$ cat src/common/haptic_ctrl_pkg.sv
// Package of offsets, field layouts, reset values and timing constants for the loop control register.
package haptic_ctrl_pkg;

  // Register bus geometry.
  localparam int unsigned ADDR_W = 8;
  localparam int unsigned DATA_W = 8;

  // Byte offset of the input and loop timing control register.
  localparam logic [7:0] INPUT_LOOP_CTRL_OFS = 8'h1c;

  // Field positions inside the register.
  localparam int unsigned SIGNED_SEL_BIT = 7;
  localparam int unsigned GAIN_REDUCE_BIT = 6;
  localparam int unsigned SAMPLE_LSB = 4;
  localparam int unsigned BLANK_LSB = 2;
  localparam int unsigned DECAY_LSB = 0;
  localparam int unsigned CODE_W = 2;

  // Reset value: signed input on, gain reduce on, sample code 3, blank code 1, decay code 1.
  localparam logic [7:0] INPUT_LOOP_CTRL_RST = 8'hf5;

  // Amplitude path constants for an 8-bit input code.
  localparam int unsigned AMP_W = 8;
  localparam logic [7:0] AMP_MIDPOINT = 8'h80;
  localparam logic [7:0] AMP_FULL = 8'hff;

  // Clock period and the auto-resonance sampling periods, in nanoseconds.
  localparam int unsigned CLK_PERIOD_NS = 10;
  localparam int unsigned SAMPLE_TIME0_NS = 150000;
  localparam int unsigned SAMPLE_TIME1_NS = 200000;
  localparam int unsigned SAMPLE_TIME2_NS = 250000;
  localparam int unsigned SAMPLE_TIME3_NS = 300000;

  // Cycle counts derived from the times; these are longest periods, so they round down.
  localparam int unsigned SAMPLE_CYC0 = SAMPLE_TIME0_NS / CLK_PERIOD_NS;
  localparam int unsigned SAMPLE_CYC1 = SAMPLE_TIME1_NS / CLK_PERIOD_NS;
  localparam int unsigned SAMPLE_CYC2 = SAMPLE_TIME2_NS / CLK_PERIOD_NS;
  localparam int unsigned SAMPLE_CYC3 = SAMPLE_TIME3_NS / CLK_PERIOD_NS;

  // Width of the interval timers, wide enough for the longest sampling period.
  localparam int unsigned TIMER_W = 16;

endpackage

$ cat src/verilog/interval_timer.sv
// One-shot interval timer with a restartable load and a completion strobe.
`timescale 1ns/1ps
`default_nettype none

module interval_timer #(
  parameter int unsigned WIDTH = 16
) (
  input wire logic clk,
  input wire logic rst_n,
  input wire logic ce,
  input wire logic start,
  input wire logic [WIDTH-1:0] load_val,
  output logic busy,
  output logic done
);

  // Remaining cycles of the running interval.
  logic [WIDTH-1:0] cnt_q;
  logic [WIDTH-1:0] cnt_d;
  // High while an interval is being timed.
  logic busy_q;
  logic busy_d;

  // The strobe is combinational so a caller may restart in the same cycle, keeping periods exact.
  assign done = busy_q && (cnt_q == WIDTH'(1));
  assign busy = busy_q;

  // Next-state logic: a start always wins, so a restart at completion loses no cycle.
  always_comb begin
    cnt_d = cnt_q;
    busy_d = busy_q;
    if (start) begin
      // A zero load would wrap and run the whole counter range, so it is treated as one cycle.
      cnt_d = (load_val == '0) ? WIDTH'(1) : load_val;
      busy_d = 1'b1;
    end else if (done) begin
      busy_d = 1'b0;
    end else if (busy_q) begin
      cnt_d = cnt_q - WIDTH'(1);
    end
  end

  // State registers, frozen while the clock enable is low.
  always_ff @(posedge clk or negedge rst_n) begin
    if (!rst_n) begin
      cnt_q <= '0;
      busy_q <= 1'b0;
    end else if (ce) begin
      cnt_q <= cnt_d;
      busy_q <= busy_d;
    end
  end

endmodule
`default_nettype wire

$ cat src/verilog/haptic_loop_control_register.sv
// Input and loop timing control register with the amplitude mapping and timing it steers.
`timescale 1ns/1ps
`default_nettype none

module haptic_loop_control_register #(
  parameter int unsigned SAMPLE_CYC [4] = '{haptic_ctrl_pkg::SAMPLE_CYC0,
    haptic_ctrl_pkg::SAMPLE_CYC1, haptic_ctrl_pkg::SAMPLE_CYC2, haptic_ctrl_pkg::SAMPLE_CYC3},
  parameter int unsigned BLANK_CYC [4] = '{10, 20, 40, 80},
  parameter int unsigned DECAY_CYC [4] = '{10, 20, 40, 80}
) (
  input wire logic clk,
  input wire logic rst_n,
  input wire logic ce,
  input wire logic [haptic_ctrl_pkg::ADDR_W-1:0] reg_addr,
  input wire logic reg_wr,
  input wire logic [haptic_ctrl_pkg::DATA_W-1:0] reg_wdata,
  input wire logic reg_rd,
  output logic [haptic_ctrl_pkg::DATA_W-1:0] reg_rdata,
  input wire logic loop_closed,
  input wire logic [haptic_ctrl_pkg::AMP_W-1:0] amp_in,
  input wire logic fb_brake_req,
  input wire logic brake_near_done,
  input wire logic drive_cycle_end,
  output logic [haptic_ctrl_pkg::AMP_W-1:0] drive_mag,
  output logic brake_apply,
  output logic gain_reduce,
  output logic sample_tick,
  output logic decay_active,
  output logic blank_active,
  output logic bemf_convert
);
  import haptic_ctrl_pkg::*;

  // Picks one of four cycle counts by a two-bit code, cut to the timer width.
  function automatic logic [TIMER_W-1:0] pick_cycles(input logic [CODE_W-1:0] code,
                                                      input int unsigned tbl [4]);
    pick_cycles = TIMER_W'(tbl[code]);
  endfunction

  // Doubles an amplitude difference to full scale, saturating at the top code.
  function automatic logic [AMP_W-1:0] scale_twice(input logic [AMP_W:0] diff);
    logic [AMP_W+1:0] dbl;
    dbl = {diff, 1'b0};
    scale_twice = (dbl > {2'b00, AMP_FULL}) ? AMP_FULL : dbl[AMP_W-1:0];
  endfunction

  // The stored register and its next value.
  logic [DATA_W-1:0] ctrl_q;
  logic [DATA_W-1:0] ctrl_d;
  // Registered read data.
  logic [DATA_W-1:0] rdata_q;
  logic [DATA_W-1:0] rdata_d;
  // Decoded register fields.
  logic signed_input_select;
  logic brake_gain_reduce;
  logic [CODE_W-1:0] sample_code;
  logic [CODE_W-1:0] blank_code;
  logic [CODE_W-1:0] current_decay_period;
  // Access hits on our offset.
  logic hit;

  assign hit = (reg_addr == INPUT_LOOP_CTRL_OFS);
  assign signed_input_select = ctrl_q[SIGNED_SEL_BIT];
  assign brake_gain_reduce = ctrl_q[GAIN_REDUCE_BIT];
  assign sample_code = ctrl_q[SAMPLE_LSB +: CODE_W];
  assign blank_code = ctrl_q[BLANK_LSB +: CODE_W];
  assign current_decay_period = ctrl_q[DECAY_LSB +: CODE_W];

  // Register file: a write stores every bit, a read returns the stored byte with no side effect.
  always_comb begin
    ctrl_d = ctrl_q;
    rdata_d = rdata_q;
    if (reg_wr && hit) begin
      ctrl_d = reg_wdata;
    end
    if (reg_rd) begin
      // Other offsets belong to neighbouring blocks, so this one answers zero there.
      rdata_d = hit ? ctrl_q : '0;
    end
  end

  // Register storage; signed input select comes up set.
  always_ff @(posedge clk or negedge rst_n) begin
    if (!rst_n) begin
      ctrl_q <= INPUT_LOOP_CTRL_RST;
      rdata_q <= '0;
    end else if (ce) begin
      ctrl_q <= ctrl_d;
      rdata_q <= rdata_d;
    end
  end

  assign reg_rdata = rdata_q;

  // Amplitude mapping and braking decision, registered for the drive stage.
  logic [AMP_W-1:0] mag_q;
  logic [AMP_W-1:0] mag_d;
  logic brake_q;
  logic brake_d;
  logic gain_q;
  logic gain_d;

  // Next values of the drive stage outputs.
  always_comb begin
    mag_d = '0;
    brake_d = 1'b0;
    if (!signed_input_select) begin
      // Unsigned: the full code is magnitude, so no bit is spent on a sign.
      mag_d = amp_in;
      // Closed-loop use is assumed here; the host keeps open-loop out of this mode.
      brake_d = fb_brake_req;
    end else if (loop_closed) begin
      // Signed closed-loop: the lower half drives nothing, the top half scales up.
      if (amp_in > AMP_MIDPOINT) begin
        mag_d = scale_twice({1'b0, amp_in} - {1'b0, AMP_MIDPOINT});
      end
      brake_d = fb_brake_req;
    end else begin
      // Signed open-loop: below midpoint is reverse drive, which is braking.
      if (amp_in < AMP_MIDPOINT) begin
        mag_d = scale_twice({1'b0, AMP_MIDPOINT} - {1'b0, amp_in});
        brake_d = 1'b1;
      end else begin
        mag_d = scale_twice({1'b0, amp_in} - {1'b0, AMP_MIDPOINT});
      end
    end
    // Gain drops only while braking is live and almost done.
    gain_d = brake_gain_reduce && brake_d && brake_near_done;
  end

  // Drive stage registers.
  always_ff @(posedge clk or negedge rst_n) begin
    if (!rst_n) begin
      mag_q <= '0;
      brake_q <= 1'b0;
      gain_q <= 1'b0;
    end else if (ce) begin
      mag_q <= mag_d;
      brake_q <= brake_d;
      gain_q <= gain_d;
    end
  end

  assign drive_mag = mag_q;
  assign brake_apply = brake_q;
  assign gain_reduce = gain_q;

  // Timers for sampling, current decay and blanking.
  logic samp_busy;
  logic samp_done;
  logic decay_busy;
  logic decay_done;
  logic blank_busy;
  logic blank_done;
  logic samp_start;

  // The sampling timer restarts on its own completion; a new code takes effect next period.
  assign samp_start = samp_done || !samp_busy;

  interval_timer #(.WIDTH(TIMER_W)) u_sample_timer (
    .clk(clk),
    .rst_n(rst_n),
    .ce(ce),
    .start(samp_start),
    .load_val(pick_cycles(sample_code, SAMPLE_CYC)),
    .busy(samp_busy),
    .done(samp_done)
  );

  // Decay window opens at the end of each drive cycle.
  interval_timer #(.WIDTH(TIMER_W)) u_decay_timer (
    .clk(clk),
    .rst_n(rst_n),
    .ce(ce),
    .start(drive_cycle_end),
    .load_val(pick_cycles(current_decay_period, DECAY_CYC)),
    .busy(decay_busy),
    .done(decay_done)
  );

  // Blanking follows the decay window, so the converter never sees flyback current.
  interval_timer #(.WIDTH(TIMER_W)) u_blank_timer (
    .clk(clk),
    .rst_n(rst_n),
    .ce(ce),
    .start(decay_done),
    .load_val(pick_cycles(blank_code, BLANK_CYC)),
    .busy(blank_busy),
    .done(blank_done)
  );

  // Registered timing strobes and windows.
  logic tick_q;
  logic tick_d;
  logic conv_q;
  logic conv_d;
  logic decay_q;
  logic decay_d;
  logic blank_q;
  logic blank_d;

  // Next values of the timing outputs.
  always_comb begin
    tick_d = samp_done;
    conv_d = blank_done;
    decay_d = decay_busy && !decay_done;
    blank_d = blank_busy && !blank_done;
  end

  // Timing output registers.
  always_ff @(posedge clk or negedge rst_n) begin
    if (!rst_n) begin
      tick_q <= 1'b0;
      conv_q <= 1'b0;
      decay_q <= 1'b0;
      blank_q <= 1'b0;
    end else if (ce) begin
      tick_q <= tick_d;
      conv_q <= conv_d;
      decay_q <= decay_d;
      blank_q <= blank_d;
    end
  end

  assign sample_tick = tick_q;
  assign bemf_convert = conv_q;
  assign decay_active = decay_q;
  assign blank_active = blank_q;
endmodule
`default_nettype wire

$ cat config.mk
export PLATFORM = sky130hd
export DESIGN_NAME = haptic_loop_control_register
export DESIGN_NICKNAME = d
export VERILOG_FILES = /design/src/common/haptic_ctrl_pkg.sv /design/src/verilog/interval_timer.sv /design/src/verilog/haptic_loop_control_register.sv
export SDC_FILE = /design/constraint.sdc
export NUM_CORES = 1
export LEC_CHECK = 0
export ABC_CLOCK_PERIOD_IN_PS = 1900
export BUFFER_PORTS_ARGS = -buffer_cell sky130_fd_sc_hd__buf_2
export CORE_ASPECT_RATIO = 0.6
export CORE_UTILIZATION = 35
export CTS_CLUSTER_SIZE = 20
export DETAILED_ROUTE_END_ITERATION = 12
export MAX_ROUTING_LAYER = met4
export PLACE_DENSITY = 0.51
export SYNTH_ARGS = -nofsm -noshare
export SYNTH_HDL_FRONTEND = slang
export SYNTH_SLANG_ARGS = --single-unit
export TNS_END_PERCENT = 1
$ cat constraint.sdc
create_clock -name clk -period 1.9 [get_ports clk]
set_input_delay 0.19 -clock clk [delete_from_list [all_inputs] [get_ports clk]]
set_output_delay 0.19 -clock clk [all_outputs]
set_load 0.01 [all_outputs]
## After elaboration in Yosys (flattened, before gate mapping)

Index checks and enable logic that the tools add are counted.

- Bitwise gates (word level): 3
- Mux-type cells: 37
- Equality and inequality tests: 7
- Magnitude comparators: 7
- Shifts and indexed selects: 0
- Multiply operators: 0
- $add $sub $neg: 5
- Reduce and logical (&&, ||, !) cells: 29
- Divide/modulo/power cells: 0

Operators by type and width:

| cell | number |
|---|---|
| 16-bit two-way mux | 18 |
| 32-bit binary-select mux with 2-bit select | 3 |
| 8-bit two-way mux | 7 |
| 16-bit by 1-bit equality test with 1-bit output (second input constant) | 3 |
| 16-bit logical NOT | 3 |
| 16-bit by 1-bit subtractor with 16-bit output (second input constant) | 3 |
| 10-bit by 8-bit > comparator with 1-bit output (second input constant) | 2 |
| 2-bit nonzero test | 6 |
| 2-bit AND reduction | 5 |
| 3-bit >= comparator (second input constant) | 3 |
| 1-bit two-way mux | 9 |
| 2-bit inverter with 3-bit output | 3 |
| 3-bit AND reduction | 3 |
| 8-bit by 8-bit subtractor with 9-bit output (first input constant) | 1 |
| 8-bit by 8-bit subtractor with 9-bit output (second input constant) | 1 |
| 8-bit by 5-bit equality test with 1-bit output (second input constant) | 1 |
| 8-bit > comparator (second input constant) | 1 |
| 1-bit logical AND | 8 |
| 8-bit < comparator (second input constant) | 1 |
| 2-bit inequality test (second input constant) | 2 |
| 1-bit logical NOT | 3 |
| 2-bit by 1-bit inequality test with 1-bit output (second input constant) | 1 |
| 1-bit logical OR | 1 |

- ROM bits: 0
- Latch bits: 0
- Output and inout port bits: 22
- Bits of input ports: 33
- Bits in writable memories: 0
- Register bits after elaboration: 81
- Memories kept: 0

## Depth between registers and ports, before layout

Gate-level depths: netlist of run 1.

- Depth after elaboration: 7
- Gate-level depth with buffers: 8

## Modules after synthesis

A second synthesis of run 1 with hierarchy kept.

- Cell total of the unflattened synthesis: 583
- Area, all modules: 5069.9 µm²

Modules (own cells, without submodules):

| module | seq. area each (µm²) | area an instance (µm²) | instances | cells an instance |
|---|---|---|---|---|
| interval_timer | 425.4 | 1164.9 | 3 | 142 |
| haptic_loop_control_register | 758.2 | 1575.3 | 1 | 157 |

## Least setup slack after synthesis of run 1

No wires, ideal clock.

- Path kind: register -> register
- Start: register u_decay_timer.cnt_q[10]
- End: register u_blank_timer.cnt_q[3]
- Clock period less this slack: 2.104 ns
- Stages on the path, launching flop included: 7
- Setup time: 0.121 ns
- Arrival: 1.983 ns
- Slack: -0.204 ns
- Cells stage by stage: dfrtp_1 > or4_4 > or2_4 > or3_1 > buf_6 > mux2i_1 > o22a_1

- Word-level cells in the longest chain between the ends: 4

Ends and longest elaborated chain:

| element | line | text |
|---|---|---|
| from (decl) | interval_timer.sv:18 | `logic [WIDTH-1:0] cnt_q;` |
| from (signal assigned) | interval_timer.sv:49 | `cnt_q <= cnt_d;` |
| 16-bit by 1-bit equality test with 1-bit output (*) | interval_timer.sv:25 | `assign done = busy_q && (cnt_q == WIDTH'(1));` |
| 1-bit logical AND (*) | interval_timer.sv:25 |  |
| 2-bit inequality test (no source line) / 2-bit nonzero test (equally long branches) | - |  |
| 3-bit AND reduction (no source line) | - |  |
| to (signal assigned) | interval_timer.sv:49 |  |
| to (decl) | interval_timer.sv:18 |  |

Every way passes the cells marked *; elsewhere a longest branch is shown, timed or not.
A chain may end at the register's enable or synchronous reset.

## Worst setup path in the final report of run 1

- Start: register u_decay_timer.cnt_q[13]
- End: register u_blank_timer.cnt_q[3]

Same word-level chain as after synthesis.

==> metrics.json, run 1 <==
{
  "layout": {
    "antenna_cells_inserted": 0,
    "final_net_count": 686,
    "sequential_cell_area_sq_um": 2034,
    "utilization_pct": 48.32,
    "drive_above_1_share_pct": 34.00,
    "multi_input_area_sq_um": 2512,
    "areaGrowthSynthToFinish_pct": 34.43,
    "fillCellCount": 1198
  },
  "setup_path": {
    "cpPeakStageDelay_ns": 0.57,
    "crit_buf_inv": 0,
    "cp.required_ns": 2.12,
    "critical-path-slowest-cell": "or4_4",
    "path_delay_family": "simple AND/OR/NAND/NOR gates",
    "path_max_fanout": 9,
    "end_kind": "register",
    "worstReg2RegStart": "u_decay_timer.cnt_q[13]",
    "critical_path.cell_chain": "or4_4 > or2_4 > or3_4 > mux2i_1 > o22a_1",
    "setup.worst_path.start_class": "register",
    "critical_path_arrival_ns": 2.30,
    "worstSetupPathType": "register to register",
    "critical_path.startpoint": "u_decay_timer.cnt_q[13]"
  },
  "global_routing": {
    "grt_antenna_before_repair": 0,
    "pin_count_of_the_biggest_net_entering_global_routing": 37,
    "global_route.overflow_total": 0,
    "gr_usage_total_pct": 20.45,
    "grt_first_pass_wirelength_um": 21050,
    "grt_pass1_vias": 4079
  },
  "sta": {
    "crit_path_time_final_ns": 2.077,
    "finalSetupViolCount": 16,
    "setup_slack_ns": -0.1770,
    "period_share_pct": 109.3,
    "hold-worst-slack_ns": 0.07185,
    "worst-slew-pin-transition_ns": 0.5106,
    "finalHoldViolations": 0,
    "setup_repair_after_global_routing_missed_its_margin": "true",
    "timing.clock.skew_ns": 0.003016,
    "achievable-frequency_ghz": 0.4815,
    "timing.max_slew.rel_slack_pct": 65.96,
    "slew_viol_final": 0
  },
  "power": {
    "p_per_area_nw_per_um2": 939.9,
    "sequentialPowerShare_pct": 37.4,
    "peakVddDrop_mv": 0.4472,
    "clock_power_share_pct": 32.1,
    "internal_power_uw": 4051,
    "netSwitchingFraction_pct": 30.59,
    "power_switching_uw": 1786,
    "power.combinational.fraction_pct": 30.5,
    "p_leak_uw": 0.002863,
    "power.total_uw": 5837
  },
  "yosys": {
    "synth-main-ff-cell": "dfrtp_1",
    "synth_largest_type_area_fraction_pct": 40.63,
    "synth-async-reset-ratio_pct": 100.0,
    "synth.most_common_cell": "dfrtp_1",
    "synth.yosys.seq_area_share_pct": 44.04,
    "synth_top_cells_by_area": "dfrtp_1, nand2_1, a21oi_1, nor2_1, dfstp_2",
    "synth.largest_area_cell": "dfrtp_1",
    "yosysUniqueCellTypes": 73,
    "ys_seq_elements": 81,
    "area_of_the_mapped_netlist_sq_um": 4619,
    "synth_nets": 553,
    "post_synth_most_frequent_cells": "dfrtp_1, nand2_1, nor2_1, a21oi_1, o21ai_0",
    "syn_area_per_cell_sq_um": 9.076,
    "ys.warnings.count": 0,
    "synth_edf_count": 0,
    "netlist_instances": 509
  },
  "clock_tree": {
    "cts_tree": "built",
    "number_of_cts_inserted_buffers": 9,
    "clock-root-buffer": "clkbuf_16",
    "cts.sinks": 81,
    "cts.htree.levels": 3,
    "clkTransAtPathRegs_ns": 0.06,
    "ctsLongestPathBuffers": 2,
    "worst_skew_pair.late_latency_ns": 0.34
  },
  "outcome": {
    "failed_checks": "setup timing",
    "run_status": "finished with violations"
  },
  "route": {
    "vias": 4234,
    "dr.first_iter.drc_count": 309,
    "postRouteWirelength_um": 12510,
    "ant_nets": 0,
    "drt-wirelength-per-cell_um": 15.31,
    "vias_per_cell": 5.182,
    "drc": 0,
    "drt-pass1-iter-count": 5
  },
  "floorplanning": {
    "dieHeight_um": 90.99,
    "row_count": 32,
    "die-width_um": 150.3,
    "core_region_area_sq_um": 12850,
    "floorplan.initialDensity_pct": 35.94,
    "design.die.area_sq_um": 13680,
    "pin_count": 55
  },
  "placement": {
    "gp_congestion": 0.8760,
    "detailed_place_hpwl_um": 9123,
    "port_buffers": 54
  },
  "min_path": {
    "launch_instance_of_the_worst_min_delay_path": "reg_wdata[4]",
    "hold_path_class": "input pin to register"
  },
  "flow_run": {
    "max_cap_violations": 0
  }
}
## through the flow
step	setup TNS [ns]	setup WS [ns]	cells	cell area, sq um
after floorplan	-1.302	-0.1341	509	4619
after global placement	-3.973	-0.2446	798	5699
after detailed placement	-4.667	-0.2691	798	5699
after CTS	-1.605	-0.1648	816	6108
after global routing	-4.586	-0.2391	817	6210
final	-1.629	-0.1770	817	6210
## routing by layer
layer / up-vias / part of all wire (%) / routed length, um / track usage (%)
met4: 0 / 0.54 / 68 / 3.704
met3: 9 / 4.8 / 603 / 5.025
met2: 97 / 41 / 5138 / 27.07
met5: - / 0 / 0 / -
met1: 2003 / 54 / 6696 / 31.08
li1: 2125 / - / - / -
## power by group through the flow
| stage | Combinational, uW | Clock, uW | Sequential (uW) |
|---|---|---|---|
| 6_report | 1780 | 1870 | 2180 |
| 5_1_grt | 1980 | 2010 | 2220 |
| 4_1_cts | 1720 | 1930 | 2180 |
| 3_5_place_dp | 1670 | 0 | 2190 |
| 3_3_place_gp | 1660 | 0 | 2180 |
| 2_1_floorplan | 853 | 0 | 2220 |
## what timing repair did
| item | CTS | global route |
|---|---|---|
| hold endpoints to repair | 30 | 0 |
| endpoints found under the setup margin | 38 | 48 |
| pin swaps | 3 | 4 |
| hold buffers | 1 | 0 |
| cloned | 0 | 0 |
| gates resized for setup | 20 | 25 |
| setup buffers | 1 | 1 |
## cell usage in the layout (no fill, tap or decap), drive strengths merged, types with 3 or more instances in the layout
master,n
nor4,20
and3,6
or4,7
nand4,10
o21ai,32
o211ai,6
o31ai,4
and2,7
nor2,44
dfstp,6
nand3,11
mux2i,5
xor2,11
inv,30
nor4b,5
or3,8
nand4b,3
a31oi,8
o2bb2ai,8
nand2,50
mux2,5
a21oi,34
nand2b,7
dfrtp,75
buf,145
xnor2,6
o22ai,5
or2,4
clkbuf,13
nor3,16
nor3b,5
ha,11
o32a,4
## kinds of logic (layout without fill, tap and decap cells)
family,Yosys count,after routing,synth area share (%)
simple gates,210,210,24.92
xor+xnor,17,17,3.223
buf+inv,54,192,4.848
compound gates,126,126,17.69
flops,81,81,44.04
fa+ha+maj,11,11,2.979
mux,10,10,2.302
## sequential cells by signal, indices dropped and copies added (netlist names), 8 cells and up
register / flops
u_blank_timer.cnt_q: 16
u_decay_timer.cnt_q: 16
drive_mag: 8
u_sample_timer.cnt_q: 16
ctrl_q: 8
reg_rdata: 8
## path summary, 6_finish.rpt
check | end | slack, ns | cells past startpoint
min | ctrl_q[4] | 0.07 | 3
max in group asynchronous | ctrl_q[2] | 0.83 | 3
max reg2reg | u_blank_timer.cnt_q[3] | -0.18 | 5
min reg2reg | reg_rdata[7] | 0.48 | 2
min in group asynchronous | u_sample_timer.cnt_q[7] | 0.37 | 2
max | u_blank_timer.cnt_q[3] | -0.18 | 5
## layout make-up
class | instances | share of cell area [%]
clock inverter | 3 | 1.048
tap | 170 | 3.425
inverter | 30 | 1.813
multi-input combinational | 374 | 40.46
clock buffer | 13 | 4.030
sequential | 81 | 32.76
timing repair buffer | 146 | 16.46
## tightest hold or removal path, stage by stage
cell and delay, ns:
buf_2 0.10, nand2_1 0.04, o21ai_0 0.07
Power figures use the tool's default switching activity.
==> inputs of run 2 (changes only) <==
--- a/config.mk
+++ b/config.mk
@@ -16,4 +16,3 @@
 export SYNTH_ARGS = -nofsm -noshare
 export SYNTH_HDL_FRONTEND = slang
 export SYNTH_SLANG_ARGS = --single-unit
-export TNS_END_PERCENT = 1
==> run 2 against run 1 <==
  * The run still ends with setup timing left
  * Clock skew grew 0.0079 ns
  * Combinational power increased by 19%
  * First-iteration DRC count is 32% lower
  * Global-route usage up 0.072 points
  * Non-clock buffer count increased by 5
  * Register-to-register slack better by 0.03 ns
  * Setup slack improved by 0.032 ns
  * Power increased by 5.8%
  * Critical path depth up 2
  * Core utilization is 2.9 points higher
  * Critical path type unchanged
  * Highest routed layer unchanged
==> metrics.json, run 2 (synthesis gave the netlist of run 1 again) <==
{
  "floorplanning": {
    "design.die.area": {"value": 13680, "unit": "sq um", "change": "unchanged"},
    "pin_count": {"value": 55, "change": "unchanged"},
    "core_region_area": {"value": 12850, "unit": "sq um", "change": "unchanged"},
    "die-width": {"value": 150.3, "unit": "um", "change": "unchanged"},
    "dieHeight": {"value": 90.99, "unit": "um", "change": "unchanged"},
    "row_count": {"value": 32, "change": "unchanged"},
    "floorplan.initialDensity": {"value": 35.94, "unit": "%", "change": "unchanged"}
  },
  "setup_path": {
    "rr_endpoint": "u_decay_timer.cnt_q[8]",
    "setup.reg_to_reg.worst_slack": {"value": -0.15, "unit": "ns", "change": "+0.03 ns"},
    "critical_path.cell_chain": "or4_4 > or3_4 > o21ai_2 > buf_6 > buf_6 > or4_4 > a21oi_2",
    "critical_path.startpoint": "u_decay_timer.cnt_q[11]",
    "setup.worst_path.start_class": "register",
    "cpPeakStageDelay": {"value": 0.54, "unit": "ns", "change": "-0.03 ns"},
    "worstReg2RegStart": "u_decay_timer.cnt_q[11]",
    "cp.required": {"value": 2.10, "unit": "ns", "change": "-0.02 ns"},
    "critical_path_arrival": {"value": 2.25, "unit": "ns", "change": "-0.05 ns"},
    "path_max_fanout": {"value": 8, "change": "-1"},
    "critical-path-slowest-cell": "or4_4",
    "worst-r2r-cell-count": {"value": 7, "change": "+2"},
    "worstSetupPathType": "register to register",
    "end_kind": "register"
  },
  "global_routing": {
    "grt_first_pass_wirelength": {"value": 21420, "unit": "um", "change": "+1.8%"},
    "gr_usage_total": {"value": 20.52, "unit": "%", "change": "+0.072 points"},
    "grt_pass1_vias": {"value": 4209, "change": "+3.2%"},
    "pin_count_of_the_biggest_net_entering_global_routing": {"value": 49, "change": "+32%"},
    "global_route.overflow_total": {"value": 0, "change": "unchanged"},
    "grt_antenna_before_repair": {"value": 0, "change": "unchanged"}
  },
  "power": {
    "internal_power": {"value": 4199, "unit": "uW", "change": "+3.7%"},
    "clock_power_share": {"value": 30.5, "unit": "%", "change": "-1.6 points"},
    "p_per_area": {"value": 938.9, "unit": "nW/um^2", "change": "-0.11%"},
    "power_switching": {"value": 1979, "unit": "uW", "change": "+11%"},
    "netSwitchingFraction": {"value": 32.03, "unit": "%", "change": "+1.4 points"},
    "peakVddDrop": {"value": 0.5831, "unit": "mV", "change": "+30%"},
    "p_leak": {"value": 0.002942, "unit": "uW", "change": "+2.8%"},
    "sequentialPowerShare": {"value": 35.3, "unit": "%", "change": "-2.1 points"},
    "power.combinational.fraction": {"value": 34.2, "unit": "%", "change": "+3.7 points"}
  },
  "min_path": {
    "timing.hold.worst_endpoint": "ctrl_q[4]",
    "hold_depth": {"value": 3, "change": "unchanged"},
    "hold_path_class": "input pin to register",
    "launch_instance_of_the_worst_min_delay_path": "reg_wdata[4]"
  },
  "clock_tree": {
    "cts.htree.levels": {"value": 3, "change": "unchanged"},
    "clock-root-buffer": "clkbuf_16",
    "cts_tree": "built",
    "clkTransAtPathRegs": {"value": 0.07, "unit": "ns", "change": "about the same"},
    "worst_skew_pair.late_latency": {"value": 0.34, "unit": "ns", "change": "about the same"},
    "cts.sinks": {"value": 81, "change": "unchanged"},
    "number_of_cts_inserted_buffers": {"value": 9, "change": "unchanged"},
    "ctsLongestPathBuffers": {"value": 2, "change": "unchanged"}
  },
  "placement": {
    "placed_cell_area": {"value": 5670, "unit": "sq um", "change": "-0.50%"},
    "place.detailed.instances": {"value": 790, "change": "-1.0%"},
    "detailed_place_hpwl": {"value": 9019, "unit": "um", "change": "-1.1%"},
    "port_buffers": {"value": 54, "change": "unchanged"},
    "gp_congestion": {"value": 0.8992, "change": "+2.6%"}
  },
  "outcome": {
    "failed_checks": "setup timing",
    "run_status": "finished with violations"
  },
  "sta": {
    "finalHoldViolations": {"value": 0, "change": "unchanged"},
    "finalSetupViolCount": {"value": 27, "change": "+11"},
    "worst-slew-pin-transition": {"value": 0.5929, "unit": "ns", "change": "+0.08232 ns"},
    "timing.max_slew.rel_slack": {"value": 60.38, "unit": "%", "change": "-5.6 points"},
    "achievable-frequency": {"value": 0.4890, "unit": "GHz", "change": "+1.6%"},
    "setup_tns": {"value": -1.948, "unit": "ns", "change": "-0.3195 ns"},
    "period_share": {"value": 107.6, "unit": "%", "change": "-1.7 points"},
    "setup_repair_after_global_routing_missed_its_margin": "true",
    "timing.clock.skew": {"value": 0.01088, "unit": "ns", "change": "+0.007865 ns"},
    "crit_path_time_final": {"value": 2.045, "unit": "ns", "change": "-0.03198 ns"},
    "slew_viol_final": {"value": 0, "change": "unchanged"},
    "hold-worst-slack": {"value": 0.07632, "unit": "ns", "change": "+0.004469 ns"},
    "setup_slack": {"value": -0.1450, "unit": "ns", "change": "+0.03198 ns"}
  },
  "route": {
    "ant_nets": {"value": 0, "change": "unchanged"},
    "vias_per_cell": {"value": 5.308, "change": "+2.4%"},
    "drt-pass1-iter-count": {"value": 4, "change": "-1"},
    "drc": {"value": 0, "change": "unchanged"},
    "dr.first_iter.drc_count": {"value": 209, "change": "-32%"},
    "drt-wirelength-per-cell": {"value": 15.97, "unit": "um", "change": "+4.3%"},
    "postRouteWirelength": {"value": 13130, "unit": "um", "change": "+5.0%"},
    "vias": {"value": 4363, "change": "+3.0%"}
  },
  "layout": {
    "drive_above_1_share": {"value": 38.80, "unit": "%", "change": "+4.8 points"},
    "reg_top3": "u_blank_timer.cnt_q (16), u_decay_timer.cnt_q (16), u_sample_timer.cnt_q (16)",
    "final_cell_area": {"value": 6580, "unit": "sq um", "change": "+6.0%"},
    "final_cells": {"value": 822, "change": "+0.61%"},
    "most-common-layout-cells": "buf_4, dfrtp_1, buf_2",
    "utilization": {"value": 51.20, "unit": "%", "change": "+2.9 points"},
    "mostFrequentLayoutCell": "buf_4",
    "final_net_count": {"value": 691, "change": "+0.73%"},
    "antenna_cells_inserted": {"value": 0, "change": "unchanged"},
    "fillCellCount": {"value": 1157, "change": "-3.4%"},
    "areaGrowthSynthToFinish_pct": 42.44
  },
  "flow_run": {
    "max_cap_violations": {"value": 0, "change": "unchanged"}
  }
}
-- run 2: what timing repair did --
action	CTS	global route
gates resized for setup	40	60
gates cloned	0	2
pin swaps	16	43
endpoints found under the setup margin	46	50
hold buffers	1	0
setup buffers	3	10
endpoints found under the hold margin	28	0
-- run 2: metal layers --
metal / track usage (%) / vias up / wire [um] / part of all wire, %
li1: - / 2142 / - / -
met1: 30.64 / 2123 / 6840 / 52
met2: 28.30 / 86 / 5699 / 43
met3: 4.271 / 12 / 509 / 3.9
met4: 4.040 / 0 / 80 / 0.61
met5: - / - / 0 / 0
-- run 2: cell type report --
type                            instances  area, sq um  share of cell area (%)
Clock buffer                           13        250.2                   3.803
Clock inverter                          3        65.06                  0.9888
Inverter                               30        115.1                   1.749
Multi-Input combinational cell        374         2788                   42.37
Sequential cell                        81         2034                   30.92
Tap cell                              170        212.7                   3.233
Timing Repair Buffer                  151         1115                   16.94
-- run 2: power groups by stage --
| stage | clock [uW] | sequential [uW] | combinational, uW |
|---|---|---|---|
| detailed placement | 0 | 2180 | 1710 |
| finish | 1880 | 2180 | 2110 |
| floorplan | 0 | 2230 | 862 |
| global placement | 0 | 2170 | 1680 |
| global route | 2010 | 2210 | 2300 |
| CTS | 1930 | 2170 | 1870 |
-- run 2: how the worst max path moves through the flow --
stage                              to  slack [ns]  cells past startpoint
2_1_floorplan  u_blank_timer.cnt_q[3]       -0.13                      6
3_3_place_gp   u_blank_timer.cnt_q[3]       -0.23                      5
3_5_place_dp   u_blank_timer.cnt_q[3]       -0.25                      5
4_1_cts        u_blank_timer.cnt_q[3]       -0.17                      5
5_1_grt        u_blank_timer.cnt_q[2]       -0.22                      6
6_report       u_decay_timer.cnt_q[8]       -0.15                      7
-- run 2: per-stage QoR --
stage	setup WS, ns	power (uW)
2_1_floorplan	-0.1341	3091
3_3_place_gp	-0.2329	3850
3_5_place_dp	-0.2500	3882
4_1_cts	-0.1702	5966
5_1_grt	-0.2160	6518
6_report	-0.1450	6178
-- run 2: critical path: cells and delay by family, from the launching register on --
kind                   cells  cell delay (ns)
AND/OR/NAND/NOR            3             1.02
AO/OA/AOI/OAI              2             0.18
flip-flops                 1             0.38
buffers and inverters      2             0.31
==> inputs of run 3 (changes only) <==
--- a/config.mk
+++ b/config.mk
@@ -5,14 +5,15 @@
 export SDC_FILE = /design/constraint.sdc
 export NUM_CORES = 1
 export LEC_CHECK = 0
+export ABC_AREA = 1
 export ABC_CLOCK_PERIOD_IN_PS = 1900
 export BUFFER_PORTS_ARGS = -buffer_cell sky130_fd_sc_hd__buf_2
 export CORE_ASPECT_RATIO = 0.6
-export CORE_UTILIZATION = 35
+export CORE_UTILIZATION = 40
 export CTS_CLUSTER_SIZE = 20
 export DETAILED_ROUTE_END_ITERATION = 12
 export MAX_ROUTING_LAYER = met4
-export PLACE_DENSITY = 0.51
+export PLACE_DENSITY = 0.57
 export SYNTH_ARGS = -nofsm -noshare
 export SYNTH_HDL_FRONTEND = slang
 export SYNTH_SLANG_ARGS = --single-unit
==> run 3 against run 2 <==
  * The flow now finishes without violations
  * Clock-buffer cell count decreased by 3
  * Area after synthesis increased by 8.4%
  * Global-route usage increased by 1.4 points
  * Sequential cell count unchanged
  * Wire length decreased by 3.1%
  * Sequential power increased by 20%
  * Clock power decreased by 6%
  * Power increased by 17%
  * Via count increased by 5.7%
  * Critical path type unchanged
  * Highest routed layer unchanged
==> metrics.json, run 3 <==
{
  "outcome": {
    "run_status": "finished clean"
  },
  "setup_path": {
    "end_kind": "register",
    "critical_path_arrival": {"value": 1.94, "unit": "ns", "change": "-0.31 ns"},
    "path_max_fanout": {"value": 5, "change": "-3"},
    "setup.reg_to_reg.worst_slack": {"value": 0.19, "unit": "ns", "change": "+0.34 ns"},
    "worstSetupPathType": "register to register",
    "cp.required": {"value": 2.14, "unit": "ns", "change": "+0.04 ns"},
    "setup.worst_path.start_class": "register"
  },
  "sta": {
    "timing.max_slew.rel_slack": {"value": 66.12, "unit": "%", "change": "+5.7 points"},
    "slew_viol_final": {"value": 0, "change": "unchanged"},
    "achievable-frequency": {"value": 0.5861, "unit": "GHz", "change": "+20%"},
    "setup_tns": {"value": 0, "unit": "ns", "change": "+1.948 ns"},
    "setup_repair_after_global_routing_missed_its_margin": "true",
    "crit_path_time_final": {"value": 1.706, "unit": "ns", "change": "-0.3390 ns"},
    "period_share": {"value": 89.79, "unit": "%", "change": "-18 points"},
    "worst-slew-pin-transition": {"value": 0.5077, "unit": "ns", "change": "-0.08525 ns"},
    "hold-worst-slack": {"value": 0.07646, "unit": "ns", "change": "+0.0001363 ns"},
    "finalSetupViolCount": {"value": 0, "change": "-100%"},
    "timing.clock.skew": {"value": 0.01032, "unit": "ns", "change": "-0.0005640 ns"},
    "finalHoldViolations": {"value": 0, "change": "unchanged"}
  },
  "floorplanning": {
    "core_region_area": {"value": 12140, "unit": "sq um", "change": "-5.5%"},
    "design.die.area": {"value": 12990, "unit": "sq um", "change": "-5.0%"},
    "pin_count": {"value": 55, "change": "unchanged"},
    "floorplan.initialDensity": {"value": 41.26, "unit": "%", "change": "+5.3 points"},
    "die-width": {"value": 146.5, "unit": "um", "change": "-2.6%"},
    "dieHeight": {"value": 88.68, "unit": "um", "change": "-2.5%"},
    "row_count": {"value": 31, "change": "-3.1%"}
  },
  "yosys": {
    "synth_edf_count": {"value": 0, "change": "unchanged"},
    "post_synth_most_frequent_cells": "nand2_1, nor2_1, dfrtp_1, inv_1, nand3_1",
    "area_of_the_mapped_netlist": {"value": 5009, "unit": "sq um", "change": "+8.4%"},
    "synth-main-ff-cell": "dfrtp_1",
    "synth.yosys.seq_area_share": {"value": 40.62, "unit": "%", "change": "-3.4 points"},
    "synth.largest_area_cell": "dfrtp_1",
    "syn_area_per_cell": {"value": 7.084, "unit": "sq um", "change": "-22%"},
    "synth.most_common_cell": "nand2_1",
    "synth_largest_type_area_fraction": {"value": 37.47, "unit": "%", "change": "-3.2 points"},
    "netlist_instances": {"value": 707, "change": "+39%"},
    "synth-async-reset-ratio": {"value": 100.0, "unit": "%", "change": "unchanged"},
    "ys_seq_elements": {"value": 81, "change": "unchanged"},
    "synth_nets": {"value": 751, "change": "+36%"},
    "synth_top_cells_by_area": "dfrtp_1, nand2_1, nor2_1, nand3_1, inv_1",
    "ys.warnings.count": {"value": 0, "change": "unchanged"},
    "yosysUniqueCellTypes": {"value": 40, "change": "-45%"}
  },
  "layout": {
    "sequential_cell_area": {"value": 2034, "unit": "sq um", "change": "unchanged"},
    "multi_input_area": {"value": 2599, "unit": "sq um", "change": "-6.8%"},
    "reg_top3": "u_blank_timer.cnt_q (16), u_decay_timer.cnt_q (16), u_sample_timer.cnt_q (16)",
    "areaGrowthSynthToFinish_pct": 16.54,
    "antenna_cells_inserted": {"value": 0, "change": "unchanged"},
    "mostFrequentLayoutCell": "nand2_1",
    "utilization": {"value": 48.08, "unit": "%", "change": "-3.1 points"},
    "drive_above_1_share": {"value": 14.40, "unit": "%", "change": "-24 points"},
    "final_net_count": {"value": 817, "change": "+18%"},
    "most-common-layout-cells": "nand2_1, nor2_1, dfrtp_1",
    "fillCellCount": {"value": 1182, "change": "+2.2%"}
  },
  "route": {
    "ant_nets": {"value": 0, "change": "unchanged"},
    "vias_per_cell": {"value": 4.892, "change": "-7.8%"},
    "drt-pass1-iter-count": {"value": 5, "change": "+1"},
    "vias": {"value": 4613, "change": "+5.7%"},
    "postRouteWirelength": {"value": 12730, "unit": "um", "change": "-3.1%"},
    "dr.first_iter.drc_count": {"value": 318, "change": "+52%"},
    "drc": {"value": 0, "change": "unchanged"},
    "drt-wirelength-per-cell": {"value": 13.50, "unit": "um", "change": "-16%"}
  },
  "global_routing": {
    "gr_usage_total": {"value": 21.90, "unit": "%", "change": "+1.4 points"},
    "grt_antenna_before_repair": {"value": 0, "change": "unchanged"},
    "pin_count_of_the_biggest_net_entering_global_routing": {"value": 37, "change": "-24%"},
    "grt_first_pass_wirelength": {"value": 21510, "unit": "um", "change": "+0.42%"},
    "grt_pass1_vias": {"value": 4292, "change": "+2.0%"},
    "global_route.overflow_total": {"value": 0, "change": "unchanged"}
  },
  "clock_tree": {
    "number_of_cts_inserted_buffers": {"value": 9, "change": "unchanged"},
    "clock-root-buffer": "clkbuf_16",
    "cts_tree": "built",
    "worst_skew_pair.late_latency": {"value": 0.35, "unit": "ns", "change": "about the same"},
    "cts.sinks": {"value": 81, "change": "unchanged"},
    "postCtsSetupBuffers": {"value": 0, "change": "-3"},
    "clkTransAtPathRegs": {"value": 0.06, "unit": "ns", "change": "about the same"},
    "ctsLongestPathBuffers": {"value": 2, "change": "unchanged"},
    "cts.htree.levels": {"value": 3, "change": "unchanged"}
  },
  "placement": {
    "gp_congestion": {"value": 0.8957, "change": "-0.39%"},
    "port_buffers": {"value": 54, "change": "unchanged"},
    "detailed_place_hpwl": {"value": 9354, "unit": "um", "change": "+3.7%"}
  },
  "flow_run": {
    "max_cap_violations": {"value": 0, "change": "unchanged"}
  },
  "power": {
    "p_leak": {"value": 0.003144, "unit": "uW", "change": "+6.8%"},
    "power.total": {"value": 7256, "unit": "uW", "change": "+17%"},
    "p_per_area": {"value": 1243, "unit": "nW/um^2", "change": "+32%"},
    "peakVddDrop": {"value": 0.4964, "unit": "mV", "change": "-15%"}
  },
  "min_path": {
    "hold_path_class": "input pin to register"
  }
}
run 3: cell types whose count changed in the layout (fill, tap and decap cells not counted), moves of 9 or more:
cell,change
buf_4,-64
buf_6,-13
inv_1,+37
nand2_1,+176
nand3_1,+52
nor2_1,+62
nor4_1,-10
o31ai_1,+9
run 3: logic make-up after synthesis:
family                   Yosys count  share of synthesized area, %
buffers and inverters             87                         7.594
AO/OA/AOI/OAI                     85                         9.293
adder cells (fa/ha/maj)           11                         2.748
flip-flops                        81                         40.62
AND/OR/NAND/NOR                  416                         35.02
XOR/XNOR                          27                         4.722
run 3: area by class of cell:
type / instances / share of cell area, %
Clock inverter: 6 / 0.9861
Clock buffer: 10 / 4.094
Timing Repair Buffer: 71 / 7.331
Sequential cell: 81 / 34.86
Timing Repair inverter: 1 / 0.08574
Multi-Input combinational cell: 539 / 44.52
Inverter: 70 / 4.587
Tap cell: 165 / 3.537
run 3: through the flow:
| stage | std cells | setup slack, ns | area (sq um) |
|---|---|---|---|
| after global routing | 943 | -0.01260 | 5837 |
| after detailed placement | 925 | 0.1400 | 5518 |
| after global placement | 925 | 0.2328 | 5518 |
| final | 943 | 0.1939 | 5837 |
| after floorplan | 707 | 0.4044 | 5009 |
| after CTS | 942 | 0.1361 | 5824 |
run 3: worst max-delay path: stages (launching register included):
cell and delay [ns]:
dfrtp_1 0.37, inv_1 0.10, ha_1 0.29, inv_1 0.11, nor2_1 0.22, inv_1 0.08
nand2_1 0.06, inv_1 0.04, o21ai_0 0.15, nand2_1 0.07, nand2_1 0.06, nand2_1 0.05
run 3: final timing paths:
check,depth (start not counted),end,start
worst max-delay path,11,u_decay_timer.cnt_q[6],u_decay_timer.cnt_q[1]
worst max register to register,11,u_decay_timer.cnt_q[6],u_decay_timer.cnt_q[1]
worst min-delay path,3,ctrl_q[2],reg_wdata[2]
max in group asynchronous,3,ctrl_q[0],rst_n
worst min register to register,2,reg_rdata[5],reg_rdata[5]
min in group asynchronous,2,u_sample_timer.cnt_q[10],rst_n
run 3: timing repair:
item / CTS / global route
endpoints found under the hold margin: 27 / 0
resized for setup: 0 / 3
hold buffers: 1 / 0
setup endpoints to repair: 0 / 7
run 3: power by group:
part | internal, uW | total, uW | switching [uW]
sequential | 2140 | 2610 | 471
combinational | 1100 | 2880 | 1780
clock | 1040 | 1770 | 726
run 3: routing by layer:
metal  share of wire, %  up-vias  track usage [%]
li1                   -     2377                -
met1                 55     2097            31.76
met2                 39      130            30.52
met3                5.4        9            4.433
met4               0.83        0            5.871
met5                  0        -                -
